$ cat config.mk
export PLATFORM = sky130hd
export DESIGN_NAME = msd_memory_space_decoder
export DESIGN_NICKNAME = d
export VERILOG_FILES = /design/src/msd_addr_class.v /design/src/msd_memory_space_decoder.v /design/src/msd_scratch_ram.v
export VERILOG_INCLUDE_DIRS = /design/src
export SDC_FILE = /design/constraint.sdc
export NUM_CORES = 1
export LEC_CHECK = 0
export BUFFER_PORTS_ARGS = -buffer_cell sky130_fd_sc_hd__buf_2
export CORE_MARGIN = 1.5
export CORE_UTILIZATION = 56
export CTS_BUF_LIST = sky130_fd_sc_hd__clkbuf_8
export DETAILED_ROUTE_END_ITERATION = 8
export GPL_TIMING_DRIVEN = 0
export MAX_ROUTING_LAYER = met4
export PLACE_DENSITY_LB_ADDON = 0.05
export SETUP_SLACK_MARGIN = 0.1
export SYNTH_ARGS = -nofsm -noshare
export SYNTH_HDL_FRONTEND = slang
export SYNTH_SLANG_ARGS = --single-unit
$ cat constraint.sdc
create_clock -name clk -period 9.7 [get_ports clk]
set_clock_uncertainty 0.1 [all_clocks]
set_input_delay 1.94 -clock clk [delete_from_list [all_inputs] [get_ports clk]]
set_output_delay 1.94 -clock clk [all_outputs]
set_load 0.05 [all_outputs]
$ cat src/msd_map.vh
// Address map, field positions and reset values for the memory space decoder
`ifndef MSD_MAP_VH
`define MSD_MAP_VH
`define MSD_ADDR_W          16
`define MSD_CNF_BIT         12
`define MSD_DP_LSB          0
`define MSD_DP_W            9
`define MSD_OFS_W           7
`define MSD_PAGE0_HI        16'h007f
`define MSD_RSV0_LO         16'h0000
`define MSD_RSV0_HI         16'h0003
`define MSD_INT_MASK_ADDR   16'h0004
`define MSD_GLOBAL_SZ_ADDR  16'h0005
`define MSD_INT_PEND_ADDR   16'h0006
`define MSD_RSV1_LO         16'h0023
`define MSD_RSV1_HI         16'h0027
`define MSD_TEST_LO         16'h002b
`define MSD_TEST_HI         16'h002f
`define MSD_SCR_LO          16'h0060
`define MSD_SCR_HI          16'h007f
`define MSD_SCR_WORDS       32
`define MSD_GLOBAL_BASE     16'h8000
`define MSD_RESET_VECTOR    16'h0000
`define MSD_REG_RESET       16'h0000
`define MSD_B0_BASE         16'h0200
`define MSD_B1_BASE         16'h0300
`define MSD_B_WORDS         256
`define MSD_SARAM_BASE      16'h0800
`define MSD_SARAM_WORDS     2048
`define MSD_ROM_WORDS       16'h4000
`endif

$ cat src/msd_addr_class.v
// Classifies one data-space address into its on-chip target
`include "msd_map.vh"
module msd_addr_class (
    input  wire [15:0] addr,
    input  wire        prog_ram_sel,
    input  wire        shared_ram_pin,
    input  wire [7:0]  global_low,
    output wire        hit_b0,
    output wire        hit_b1,
    output wire        hit_scr,
    output wire        hit_saram,
    output wire        hit_page0,
    output wire        is_global
);
    // Block zero answers in data space only while not lent to program
    assign hit_b0 = !prog_ram_sel && addr >= `MSD_B0_BASE &&
                    addr < `MSD_B0_BASE + `MSD_B_WORDS;
    assign hit_b1 = addr >= `MSD_B1_BASE &&
                    addr < `MSD_B1_BASE + `MSD_B_WORDS;
    assign hit_scr = addr >= `MSD_SCR_LO && addr <= `MSD_SCR_HI;
    assign hit_saram = shared_ram_pin && addr >= `MSD_SARAM_BASE &&
                  addr < `MSD_SARAM_BASE + `MSD_SARAM_WORDS;
    assign hit_page0 = addr <= `MSD_PAGE0_HI;
    // Global window: top byte against the size mask; a mask without its
    // top bit set leaves no global space at all
    assign is_global = global_low[7] &&
        ((addr[15:8] & global_low) == global_low);
endmodule // msd_addr_class

$ cat src/msd_memory_space_decoder.v
// Top of the memory space decoder: bus steering and page-zero registers
`include "msd_map.vh"

////////////////////////////////////////////////////////////////////////////
module msd_memory_space_decoder (
    input  wire        clk,
    input  wire        srst,
    input  wire        boot_source_pin,
    input  wire        shared_ram_pin,
    input  wire [15:0] status_word_one,
    input  wire [15:0] status_word_zero,
    input  wire        status_wr,
    input  wire        prog_req,
    input  wire [15:0] program_address_bus,
    input  wire        io_req,
    input  wire        rd_req,
    input  wire        rd_direct,
    input  wire [6:0]  rd_offset,
    input  wire [15:0] data_read_address_bus,
    input  wire        wr_req,
    input  wire        wr_direct,
    input  wire [6:0]  wr_offset,
    input  wire [15:0] data_write_address_bus,
    input  wire [15:0] wr_data,
    input  wire [15:0] int_set,
    output reg  [15:0] rd_data,
    output reg         rd_valid,
    output reg  [15:0] prog_addr_q,
    output reg         prog_sel_b0,
    output reg         prog_sel_saram,
    output reg         prog_sel_rom,
    output reg         prog_ext_n,
    output reg         data_space_strobe_n,
    output reg         global_access_strobe_n,
    output reg         io_strobe_n,
    output reg         data_ext,
    output reg  [15:0] data_ext_addr,
    output reg  [2:0]  rd_target,
    output reg  [2:0]  wr_target,
    output reg         prog_ram_select_q,
    output reg  [15:0] interrupt_mask_q,
    output reg  [15:0] global_space_size_q,
    output reg  [15:0] interrupt_pending_q
);
    // Target codes for a data access
    localparam T_NONE  = 3'h0;
    localparam T_REG   = 3'h1;
    localparam T_SCR   = 3'h2;
    localparam T_B0    = 3'h3;
    localparam T_B1    = 3'h4;
    localparam T_SARAM = 3'h5;
    localparam T_EXT   = 3'h6;

    reg         boot_s1_reg;
    reg         boot_s2_reg;
    reg         boot_s3_reg;
    reg         boot_mode_reg;
    reg         shr_s1_reg;
    reg         shr_s2_reg;
    reg         shr_s3_reg;
    reg         shared_reg;
    reg         first_fetch_reg;
    reg  [15:0] int_pend_next;

    ////////////////////////////////////////////////////////////////////////
    // Direct address: page pointer over the instruction offset
    function [15:0] msd_dir_addr;
        input [15:0] st0;
        input [6:0]  ofs;
        begin
            msd_dir_addr = {st0[`MSD_DP_LSB +: `MSD_DP_W], ofs};
        end
    endfunction

    // Page-zero holes that read zero and drop writes
    function msd_reserved;
        input [15:0] a;
        begin
            msd_reserved = (a <= `MSD_RSV0_HI) ||
                (a >= `MSD_RSV1_LO && a <= `MSD_RSV1_HI) ||
                (a >= `MSD_TEST_LO && a <= `MSD_TEST_HI);
        end
    endfunction

    // Chooses a target code from the class flags
    function [2:0] msd_target;
        input p0;
        input scr;
        input b0;
        input b1;
        input sa;
        begin
            if (scr) begin
                msd_target = T_SCR;
            end else if (p0) begin
                msd_target = T_REG;
            end else if (b0) begin
                msd_target = T_B0;
            end else if (b1) begin
                msd_target = T_B1;
            end else if (sa) begin
                msd_target = T_SARAM;
            end else begin
                msd_target = T_EXT;
            end
        end
    endfunction

    ////////////////////////////////////////////////////////////////////////
    // Effective addresses; both data buses resolved in parallel
    wire [15:0] rd_addr = rd_direct ?
        msd_dir_addr(status_word_zero, rd_offset) : data_read_address_bus;
    wire [15:0] wr_addr = wr_direct ?
        msd_dir_addr(status_word_zero, wr_offset) : data_write_address_bus;

    wire r_b0, r_b1, r_scr, r_sa, r_p0, r_gl;
    wire w_b0, w_b1, w_scr, w_sa, w_p0, w_gl;

    // One classifier per data bus so read and write share no decoder
    msd_addr_class u_rd_class (
        .addr           (rd_addr),
        .prog_ram_sel   (prog_ram_select_q),
        .shared_ram_pin (shared_reg),
        .global_low     (global_space_size_q[7:0]),
        .hit_b0         (r_b0),
        .hit_b1         (r_b1),
        .hit_scr        (r_scr),
        .hit_saram      (r_sa),
        .hit_page0      (r_p0),
        .is_global      (r_gl)
    );

    msd_addr_class u_wr_class (
        .addr           (wr_addr),
        .prog_ram_sel   (prog_ram_select_q),
        .shared_ram_pin (shared_reg),
        .global_low     (global_space_size_q[7:0]),
        .hit_b0         (w_b0),
        .hit_b1         (w_b1),
        .hit_scr        (w_scr),
        .hit_saram      (w_sa),
        .hit_page0      (w_p0),
        .is_global      (w_gl)
    );

    wire [2:0] rd_tgt = msd_target(r_p0, r_scr, r_b0, r_b1, r_sa);
    wire [2:0] wr_tgt = msd_target(w_p0, w_scr, w_b0, w_b1, w_sa);

    // Scratch block is dual-access: a read and a write in one cycle
    wire        scr_we = wr_req && wr_tgt == T_SCR;
    wire [15:0] scr_rdata;
    msd_scratch_ram #(
        .WORDS (`MSD_SCR_WORDS),
        .AW    (5)
    ) u_scratch (
        .clk   (clk),
        .we    (scr_we),
        .waddr (wr_addr[4:0]),
        .wdata (wr_data),
        .raddr (rd_addr[4:0]),
        .rdata (scr_rdata)
    );

    ////////////////////////////////////////////////////////////////////////
    // Program space decode (combinational, registered below)
    wire p_b0 = prog_ram_select_q && program_address_bus >= `MSD_B0_BASE &&
        program_address_bus < `MSD_B0_BASE + `MSD_B_WORDS;
    wire p_in_sa = program_address_bus >= `MSD_SARAM_BASE &&
        program_address_bus < `MSD_SARAM_BASE + `MSD_SARAM_WORDS;
    wire p_sa = shared_reg && p_in_sa;
    // Boot ROM sits low in program space only in microcomputer mode; the
    // RAM windows punch holes in it, so with the shared pin low the shared
    // range goes off chip instead of landing in ROM
    wire p_rom = !boot_mode_reg && !p_b0 && !p_in_sa &&
        program_address_bus < `MSD_ROM_WORDS;
    wire [15:0] p_addr = first_fetch_reg ? `MSD_RESET_VECTOR :
        program_address_bus;
    wire p_rom_eff = first_fetch_reg ? !boot_mode_reg : p_rom;

    ////////////////////////////////////////////////////////////////////////
    // Pin synchronisers run through reset, so the straps are settled by
    // release; a change counts when stages two and three agree
    always @(posedge clk) begin
        boot_s1_reg <= boot_source_pin;
        boot_s2_reg <= boot_s1_reg;
        boot_s3_reg <= boot_s2_reg;
        shr_s1_reg  <= shared_ram_pin;
        shr_s2_reg  <= shr_s1_reg;
        shr_s3_reg  <= shr_s2_reg;
        if (shr_s2_reg == shr_s3_reg) begin
            shared_reg <= shr_s3_reg;
        end
    end

    // Boot strap follows the pin in reset and until the first fetch
    always @(posedge clk) begin
        if ((srst || first_fetch_reg) && boot_s2_reg == boot_s3_reg) begin
            boot_mode_reg <= boot_s3_reg;
        end
    end

    ////////////////////////////////////////////////////////////////////////
    // Configuration bit and page-zero registers
    always @* begin
        int_pend_next = interrupt_pending_q;
        if (wr_req && wr_addr == `MSD_INT_PEND_ADDR) begin
            int_pend_next = int_pend_next & ~wr_data;
        end
        // New events win over a clear in the same cycle
        int_pend_next = int_pend_next | int_set;
    end

    always @(posedge clk) begin
        if (srst) begin
            prog_ram_select_q   <= 1'b0;
            interrupt_mask_q    <= `MSD_REG_RESET;
            global_space_size_q <= `MSD_REG_RESET;
            interrupt_pending_q <= `MSD_REG_RESET;
        end else begin
            if (status_wr) begin
                prog_ram_select_q <= status_word_one[`MSD_CNF_BIT];
            end
            // Zero-wait writes; reserved holes have no storage at all
            if (wr_req && wr_addr == `MSD_INT_MASK_ADDR) begin
                interrupt_mask_q <= wr_data;
            end
            if (wr_req && wr_addr == `MSD_GLOBAL_SZ_ADDR) begin
                global_space_size_q <= wr_data;
            end
            interrupt_pending_q <= int_pend_next;
        end
    end

    ////////////////////////////////////////////////////////////////////////
    // Registered outputs: one cycle from request to strobes and data
    always @(posedge clk) begin
        if (srst) begin
            first_fetch_reg        <= 1'b1;
            rd_data                <= 16'h0000;
            rd_valid               <= 1'b0;
            prog_addr_q            <= `MSD_RESET_VECTOR;
            prog_sel_b0            <= 1'b0;
            prog_sel_saram         <= 1'b0;
            prog_sel_rom           <= 1'b0;
            prog_ext_n             <= 1'b1;
            data_space_strobe_n    <= 1'b1;
            global_access_strobe_n <= 1'b1;
            io_strobe_n            <= 1'b1;
            data_ext               <= 1'b0;
            data_ext_addr          <= 16'h0000;
            rd_target              <= T_NONE;
            wr_target              <= T_NONE;
        end else begin
            if (prog_req) begin
                first_fetch_reg <= 1'b0;
            end
            // Program side; anything not on chip goes out
            prog_addr_q    <= p_addr;
            prog_sel_b0    <= prog_req && !first_fetch_reg && p_b0;
            prog_sel_saram <= prog_req && !first_fetch_reg && p_sa;
            prog_sel_rom   <= prog_req && p_rom_eff;
            prog_ext_n     <= !(prog_req && !p_rom_eff && (first_fetch_reg ||
                              (!p_b0 && !p_sa)));
            // I/O space has its own strobe, kept apart from data
            io_strobe_n <= !io_req;
            data_space_strobe_n <= !((rd_req || wr_req) && !io_req);
            global_access_strobe_n <= !(!io_req &&
                ((rd_req && r_gl) || (wr_req && w_gl)));
            rd_target <= rd_req ? rd_tgt : T_NONE;
            wr_target <= wr_req ? wr_tgt : T_NONE;
            data_ext  <= (rd_req && rd_tgt == T_EXT) ||
                         (wr_req && wr_tgt == T_EXT);
            data_ext_addr <= (rd_req && rd_tgt == T_EXT) ? rd_addr : wr_addr;
            // Read mux: registers and scratch here, reserved reads zero
            rd_valid <= rd_req && (rd_tgt == T_REG || rd_tgt == T_SCR);
            if (rd_req && rd_tgt == T_SCR) begin
                rd_data <= scr_rdata;
            end else if (rd_req && rd_tgt == T_REG &&
                         !msd_reserved(rd_addr)) begin
                case (rd_addr)
                    `MSD_INT_MASK_ADDR:  rd_data <= interrupt_mask_q;
                    `MSD_GLOBAL_SZ_ADDR: rd_data <= global_space_size_q;
                    `MSD_INT_PEND_ADDR:  rd_data <= interrupt_pending_q;
                    default:             rd_data <= 16'h0000;
                endcase
            end else begin
                rd_data <= 16'h0000;
            end
        end
    end
endmodule // msd_memory_space_decoder

$ cat src/msd_scratch_ram.v
// Dual-access scratch RAM: one read port and one write port per cycle
`include "msd_map.vh"
module msd_scratch_ram #(
    parameter WORDS = `MSD_SCR_WORDS,
    parameter AW    = 5
) (
    input  wire          clk,
    input  wire          we,
    input  wire [AW-1:0] waddr,
    input  wire [15:0]   wdata,
    input  wire [AW-1:0] raddr,
    output wire [15:0]   rdata
);
    reg [15:0] mem [0:WORDS-1];

    // Write port; read is combinational so both happen in one cycle
    always @(posedge clk) begin
        if (we) begin
            mem[waddr] <= wdata;
        end
    end
    assign rdata = mem[raddr];
endmodule // msd_scratch_ram

# Word level (Yosys, flattened, before mapping)
# Memory sizes are Yosys's and may differ from the RTL's.
# Index checks and enable logic that the tools add are counted.
totals:
  register_bits: 121
  latch_bits: 0
  mem_bits_rw: 512
  elab_cells: 164
  mem_count: 1
  output_inout_bits: 112
  mem_bits_ro: 0
  inputBits: 137
mem_list:
  columns: ["name", "depth", "word_bits", "rd", "rd_ports_with_merged_regs", "write_ports", "line_no", "rtl"]
  rows:
  - ["u_scratch.mem", 32, 16, 1, 0, 1, "msd_scratch_ram.v:14", "reg [15:0] mem [0:WORDS-1];"]
op_classes:
  n_eq_ne: 15
  n_shift: 0
  n_div: 0
  order_cmp: 26
  muxes: 20
  reduce_logical: 68
  multipliers: 0
  add_sub_neg: 0
  n_bitwise: 7
ops:
  columns: ["op", "count"]
  rows:
  - ["$eq 16x3->1 const B", 6]
  - ["$mux 16", 6]
  - ["$ge 16x10->1 const B", 5]
  - ["$ge 16x12->1 const B", 3]
  - ["$lt 16x10->1 const B", 3]
  - ["$lt 16x13->1 const B", 3]
  - ["$pmux 16 s3", 1]
  - ["$logic_and 1x1->1", 45]
  - ["$ge 16x6->1 const B", 2]
  - ["$ge 16x7->1 const B", 2]
  - ["$le 16x6->1 const B", 2]
  - ["$le 16x7->1 const B", 2]
  - ["$lt 16x11->1 const B", 2]
  - ["$mux 3", 6]
  - ["$and 16x16->16", 1]
  - ["$and 8x8->8", 2]
  - ["$eq 8x8->1", 2]
  - ["$le 16x2->1 const B", 1]
  - ["$lt 16x15->1 const B", 1]
  - ["$not 16->16", 1]
  - ["$or 16x16->16", 1]
  - ["$logic_not 1->1", 12]
  - ["$logic_or 1x1->1", 8]
  - ["$mux 2", 4]
  - ["7 further kinds", 15]

# Depth between registers and ports, before layout
logic_depth:
  ltp_word: 14
  depth_mapped: 9
  ltp_nobuf: 5

# By module
# Synthesis repeated with hierarchy kept, for this count alone.
unflattened:
  hier_cells: 1671
  area_unflattened_um2: 25451.9
modules_own_cells:
  columns: ["module", "seq_area_each_um2", "cells_each", "n_inst", "area_per_inst_um2"]
  rows:
  - ["msd_scratch_ram", 15374.7, 1127, 1, 20215.6]
  - ["msd_memory_space_decoder", 2442.3, 502, 1, 4983.5]
  - ["msd_addr_class", 0.0, 21, 2, 126.4]

# Worst setup path before layout
# Ideal clock, no wire load.
synth_timing:
  path_kind: "input port to flip-flop"
  from: "input port wr_direct"
  to: "memory u_scratch.mem[16][0] (enable)"
  required_time_ns: 9.170
  setup_ns: 0.430
  path_slack_ns: 4.263
  arrival_ns: 4.907
  path_buffers: 1
  stages: 6
  cell_sequence: "buf_1 > mux2i_1 > o21ai_0 > nor4_2 > nand2_1 > nor4_1"
synth_via:
  elab_chain_len: 13
  elab_cells_between_ends: 24
  cone_classes: "8 x order compare; 1 x eq/ne; 8 x mux; 7 x reduce/logical"
synth_rtl:
  columns: ["element", "line_no", "rtl"]
  rows:
  - ["from (decl)", "msd_memory_space_decoder.v:21", "input wire wr_direct,"]
  - ["$mux 16 *", "msd_memory_space_decoder.v:113", "wire [15:0] wr_addr = wr_direct ?"]
  - ["$ge 16x12->1 (no line)", null, null]
  - ["$logic_and 1x1->1 (no line) (2 in a row)", null, null]
  - ["$mux 2", "msd_memory_space_decoder.v:101", "end else if (sa) begin"]
  - ["$mux 2", "msd_memory_space_decoder.v:99", "end else if (b1) begin"]
  - ["$mux 3", "msd_memory_space_decoder.v:97", "end else if (b0) begin"]
  - ["$mux 3", "msd_memory_space_decoder.v:95", "end else if (p0) begin"]
  - ["$mux 3", "msd_memory_space_decoder.v:93", "if (scr) begin"]
  - ["$eq 3x2->1", "msd_memory_space_decoder.v:150", "wire scr_we = wr_req && wr_tgt == T_SCR;"]
  - ["$logic_and 1x1->1", "msd_memory_space_decoder.v:150", null]
  - ["$mux 1", "msd_scratch_ram.v:18", "if (we) begin"]
  - ["$mux 1 (implied by the code)", "msd_scratch_ram.v:19", "mem[waddr] <= wdata;"]
  - ["to (decl)", "msd_scratch_ram.v:14", null]
# Every way passes the cells marked *; elsewhere a longest branch is shown, timed or not.

# Worst setup path after layout
layout_timing:
  from: "input port wr_direct"
  to: "memory u_scratch.mem[23][5] (enable)"
# Same word-level chain as after synthesis.

==> flow_summary_export.csv <==
group,metric,value,unit
cts,cts_buffers,99,
floorplan,start_util,56.5,%
yosys,ys_ff_latch,633,
timing,finalSetupViolations,0,
power_and_ir_drop,p_per_area,191,nW/µm²
finish,final_util,66.7,%
timing,post-route-period-util,57.2,%
critical_path,worstSetupPathType,"input pin to flip-flop",
min_path,holdCritPathClass,"flip-flop to flip-flop",
floorplan,core-area,44000,µm²
finish,layout_common_cells,"edfxtp_1 (514), buf_2 (264), dfxtp_1 (119), clkbuf_8 (110), mux4_2 (107)",
critical_path,cp-end-kind,"flip-flop",
yosys,ys_top_cells_by_area,"edfxtp_1 (62%), mux4_2 (9.7%), dfxtp_1 (9.6%), mux2i_1 (3.0%), o21ai_0 (1.3%)",
grt,grt-ovfl-total,0,
finish,final_nets,1987,
finish,syn_to_final_growth,18.0,%
timing,fin_setup_tns,0,ns
critical_path,crit_fanout,10,
cts,cts_resized,0,
critical_path,start_kind,"input pin",
timing,fmax,180,MHz
finish,layout_commonest_cell,"edfxtp_1",
cts,clkLatencyLatePin,0.69,ns
routing,dr.first_iter.drc_count,2023,
critical_path,rr_startpoint,"shared_reg$_DFFE_PN_",
yosys,yosysWarningCount,0,
cts,htree_num_levels,3,
yosys,synth_edf_count,514,
yosys,synth_top_cell_by_area,"edfxtp_1",
critical_path,rr_endpoint,"data_ext_addr[0]$_SDFF_PP0_",
yosys,synthDistinctLibCells,55,
place,routabilityCongestion,0.998,
yosys,syn_nets,1625,
finish,top_register,"u_scratch.mem",
floorplan,die_w,214,µm
timing,rsz0062_at_grt,"no",
timing,tightest_slew,1.14,ns
power_and_ir_drop,p_leak,10.4,nW
timing,slew_headroom,23.1,%
routing,avgViaCountPerCell,6.26,
routing,vias,15811,
critical_path,worstPathRequired,9.99,ns
yosys,synth_ff_type,"edfxtp_1",
yosys,avgSynthCellArea,16.7,µm²
cts,clockBufferDepth,3,
critical_path,rrSetupSlack,7.21,ns
finish,largest_register_ffs,512,
finish,fin_cells,2526,
cts,cts-root-buf,"clkbuf_8",
floorplan,io_pins,249,
grt,grt_antenna_before_repair,1,
critical_path,reg2reg_depth,4,
floorplan,die-area,45700,µm²
routing,dr.pass1.iters,5,
timing,post-route-min-period,5.55,ns
place,dp.cells,2341,
place,hpwl,50900,µm
timing,timing.final.max_slew_violations,0,
grt,grt_use_total,33.8,%
place,io_buffers,225,
grt,grt_pass1_vias,15360,
yosys,async_reset_ff_share,0,%
floorplan,die_h,214,µm
yosys,syn-cell-area,24900,µm²
finish,drive_gt1_share,31.2,%
critical_path,endpoint,"u_scratch.mem[23][5]$_DFFE_PP_",
critical_path,cp-startpoint,"wr_direct",
yosys,ys_seq_area_share,71.6,%
cts,numClockSinks,633,
cts,cts_tree,"built",
status,status,"finished clean",
cts,clkSlewWorstSetupHoldPaths,0.06,ns
flow_run,maxCapViolations,0,
grt,grt_pass1_wl,104000,µm
power_and_ir_drop,vdd_drop_max,0.000151,V
routing,ant_nets,0,
yosys,syn_inst,1488,
grt,grt_max_degree,36,
timing,hold_viol_final,0,
routing,routed_wl,73600,µm
floorplan,rows,77,
yosys,yosysTopAreaCellShare,62.0,%
cts,postCtsSetupBuffers,0,
cts,holdBufCountCts,0,
routing,drc_errors,0,
routing,wl_per_cell,29.1,µm
critical_path,cp_data_arrival_time,5.84,ns
==> stage by stage <==
| step | cell area, µm² | hold WS, ns | setup slack, ns | total power, W |
|---|---|---|---|---|
| after CTS | 29400 | 0.229 | 4.34 | 0.00564 |
| after global routing | 29400 | 0.234 | 4.06 | 0.00578 |
| after global placement | 26800 | 0.213 | 1.05 | 0.00349 |
| after floorplan | 24900 | 0.210 | 4.26 | 0.00329 |
| after detailed placement | 27400 | 0.214 | 3.64 | 0.00350 |
| final | 29400 | 0.226 | 4.15 | 0.00562 |
==> worst min path at each step <==
stage	startpoint	end	slack, ns	cells after the start
after floorplan	boot_s1_reg$_DFF_P_	boot_s2_reg$_DFF_P_	0.21	0
after global placement	shr_s1_reg$_DFF_P_	shr_s2_reg$_DFF_P_	0.21	0
after detailed placement	shr_s1_reg$_DFF_P_	shr_s2_reg$_DFF_P_	0.21	0
after CTS	shr_s1_reg$_DFF_P_	shr_s2_reg$_DFF_P_	0.23	0
after global routing	shr_s1_reg$_DFF_P_	shr_s2_reg$_DFF_P_	0.23	0
final	shr_s1_reg$_DFF_P_	shr_s2_reg$_DFF_P_	0.23	0
==> worst max-delay path, stage by stage <==
cell     delay, ns
buf_2         0.11
buf_1         0.50
mux2i_1       0.34
o21ai_0       0.28
nor4_2        0.76
nand3_1       0.76
nor3_2        0.72
buf_6         0.24
buf_6         0.17
==> cell type report <==
cell class | instances | area (µm²)
buffer | 86 | 402
clock buffer | 110 | 1510
inverter | 35 | 131
clock inverter | 72 | 413
timing repair buffer | 261 | 1720
tap | 592 | 741
antenna | 3 | 7.51
multi-input combinational | 734 | 6630
fill | 3158 | 14600
sequential | 633 | 17800
==> power by group <==
part | total, W | internal [W] | switching [W]
sequential | 0.00296 | 0.00295 | 0.0000104
clock | 0.00217 | 0.00115 | 0.00103
combinational | 0.000484 | 0.000152 | 0.000332
==> per-layer routing <==
metal  wire (µm)  part of all wire (%)  global-route usage [%]
met1       28800                    39                    43.8
met2       34400                    47                    51.4
met3        7210                   9.8                    8.55
met4        3120                   4.2                    14.3
met5           0                     0                       -
==> logic make-up after synthesis <==
family	synth area share (%)
and+or+nand+nor	5.48
DFF	71.6
muxes	13.5
AOI/OAI and AO/OA	7.20
xor gates and xnor gates	0.0704
buffers and inverters	2.14
==> Yosys cell counts, drive strengths merged (4+ instances only) <==
cell,number
edfxtp,514
dfxtp,119
mux4,107
mux2i,76
o21ai,66
a21oi,62
nand2,61
buf,52
nor2,50
nand3,46
inv,35
clkbuf,34
a22oi,33
nor3,21
a221oi,20
a32o,17
mux2,17
o31ai,17
and2,16
nand4,14
a211oi,12
nor3b,10
and3b,9
nand2b,9
o22a,9
nor4,7
o22ai,7
a22o,6
nor2b,6
or2,5
or4,4
Note: power is estimated with default switching activity, not from simulation.
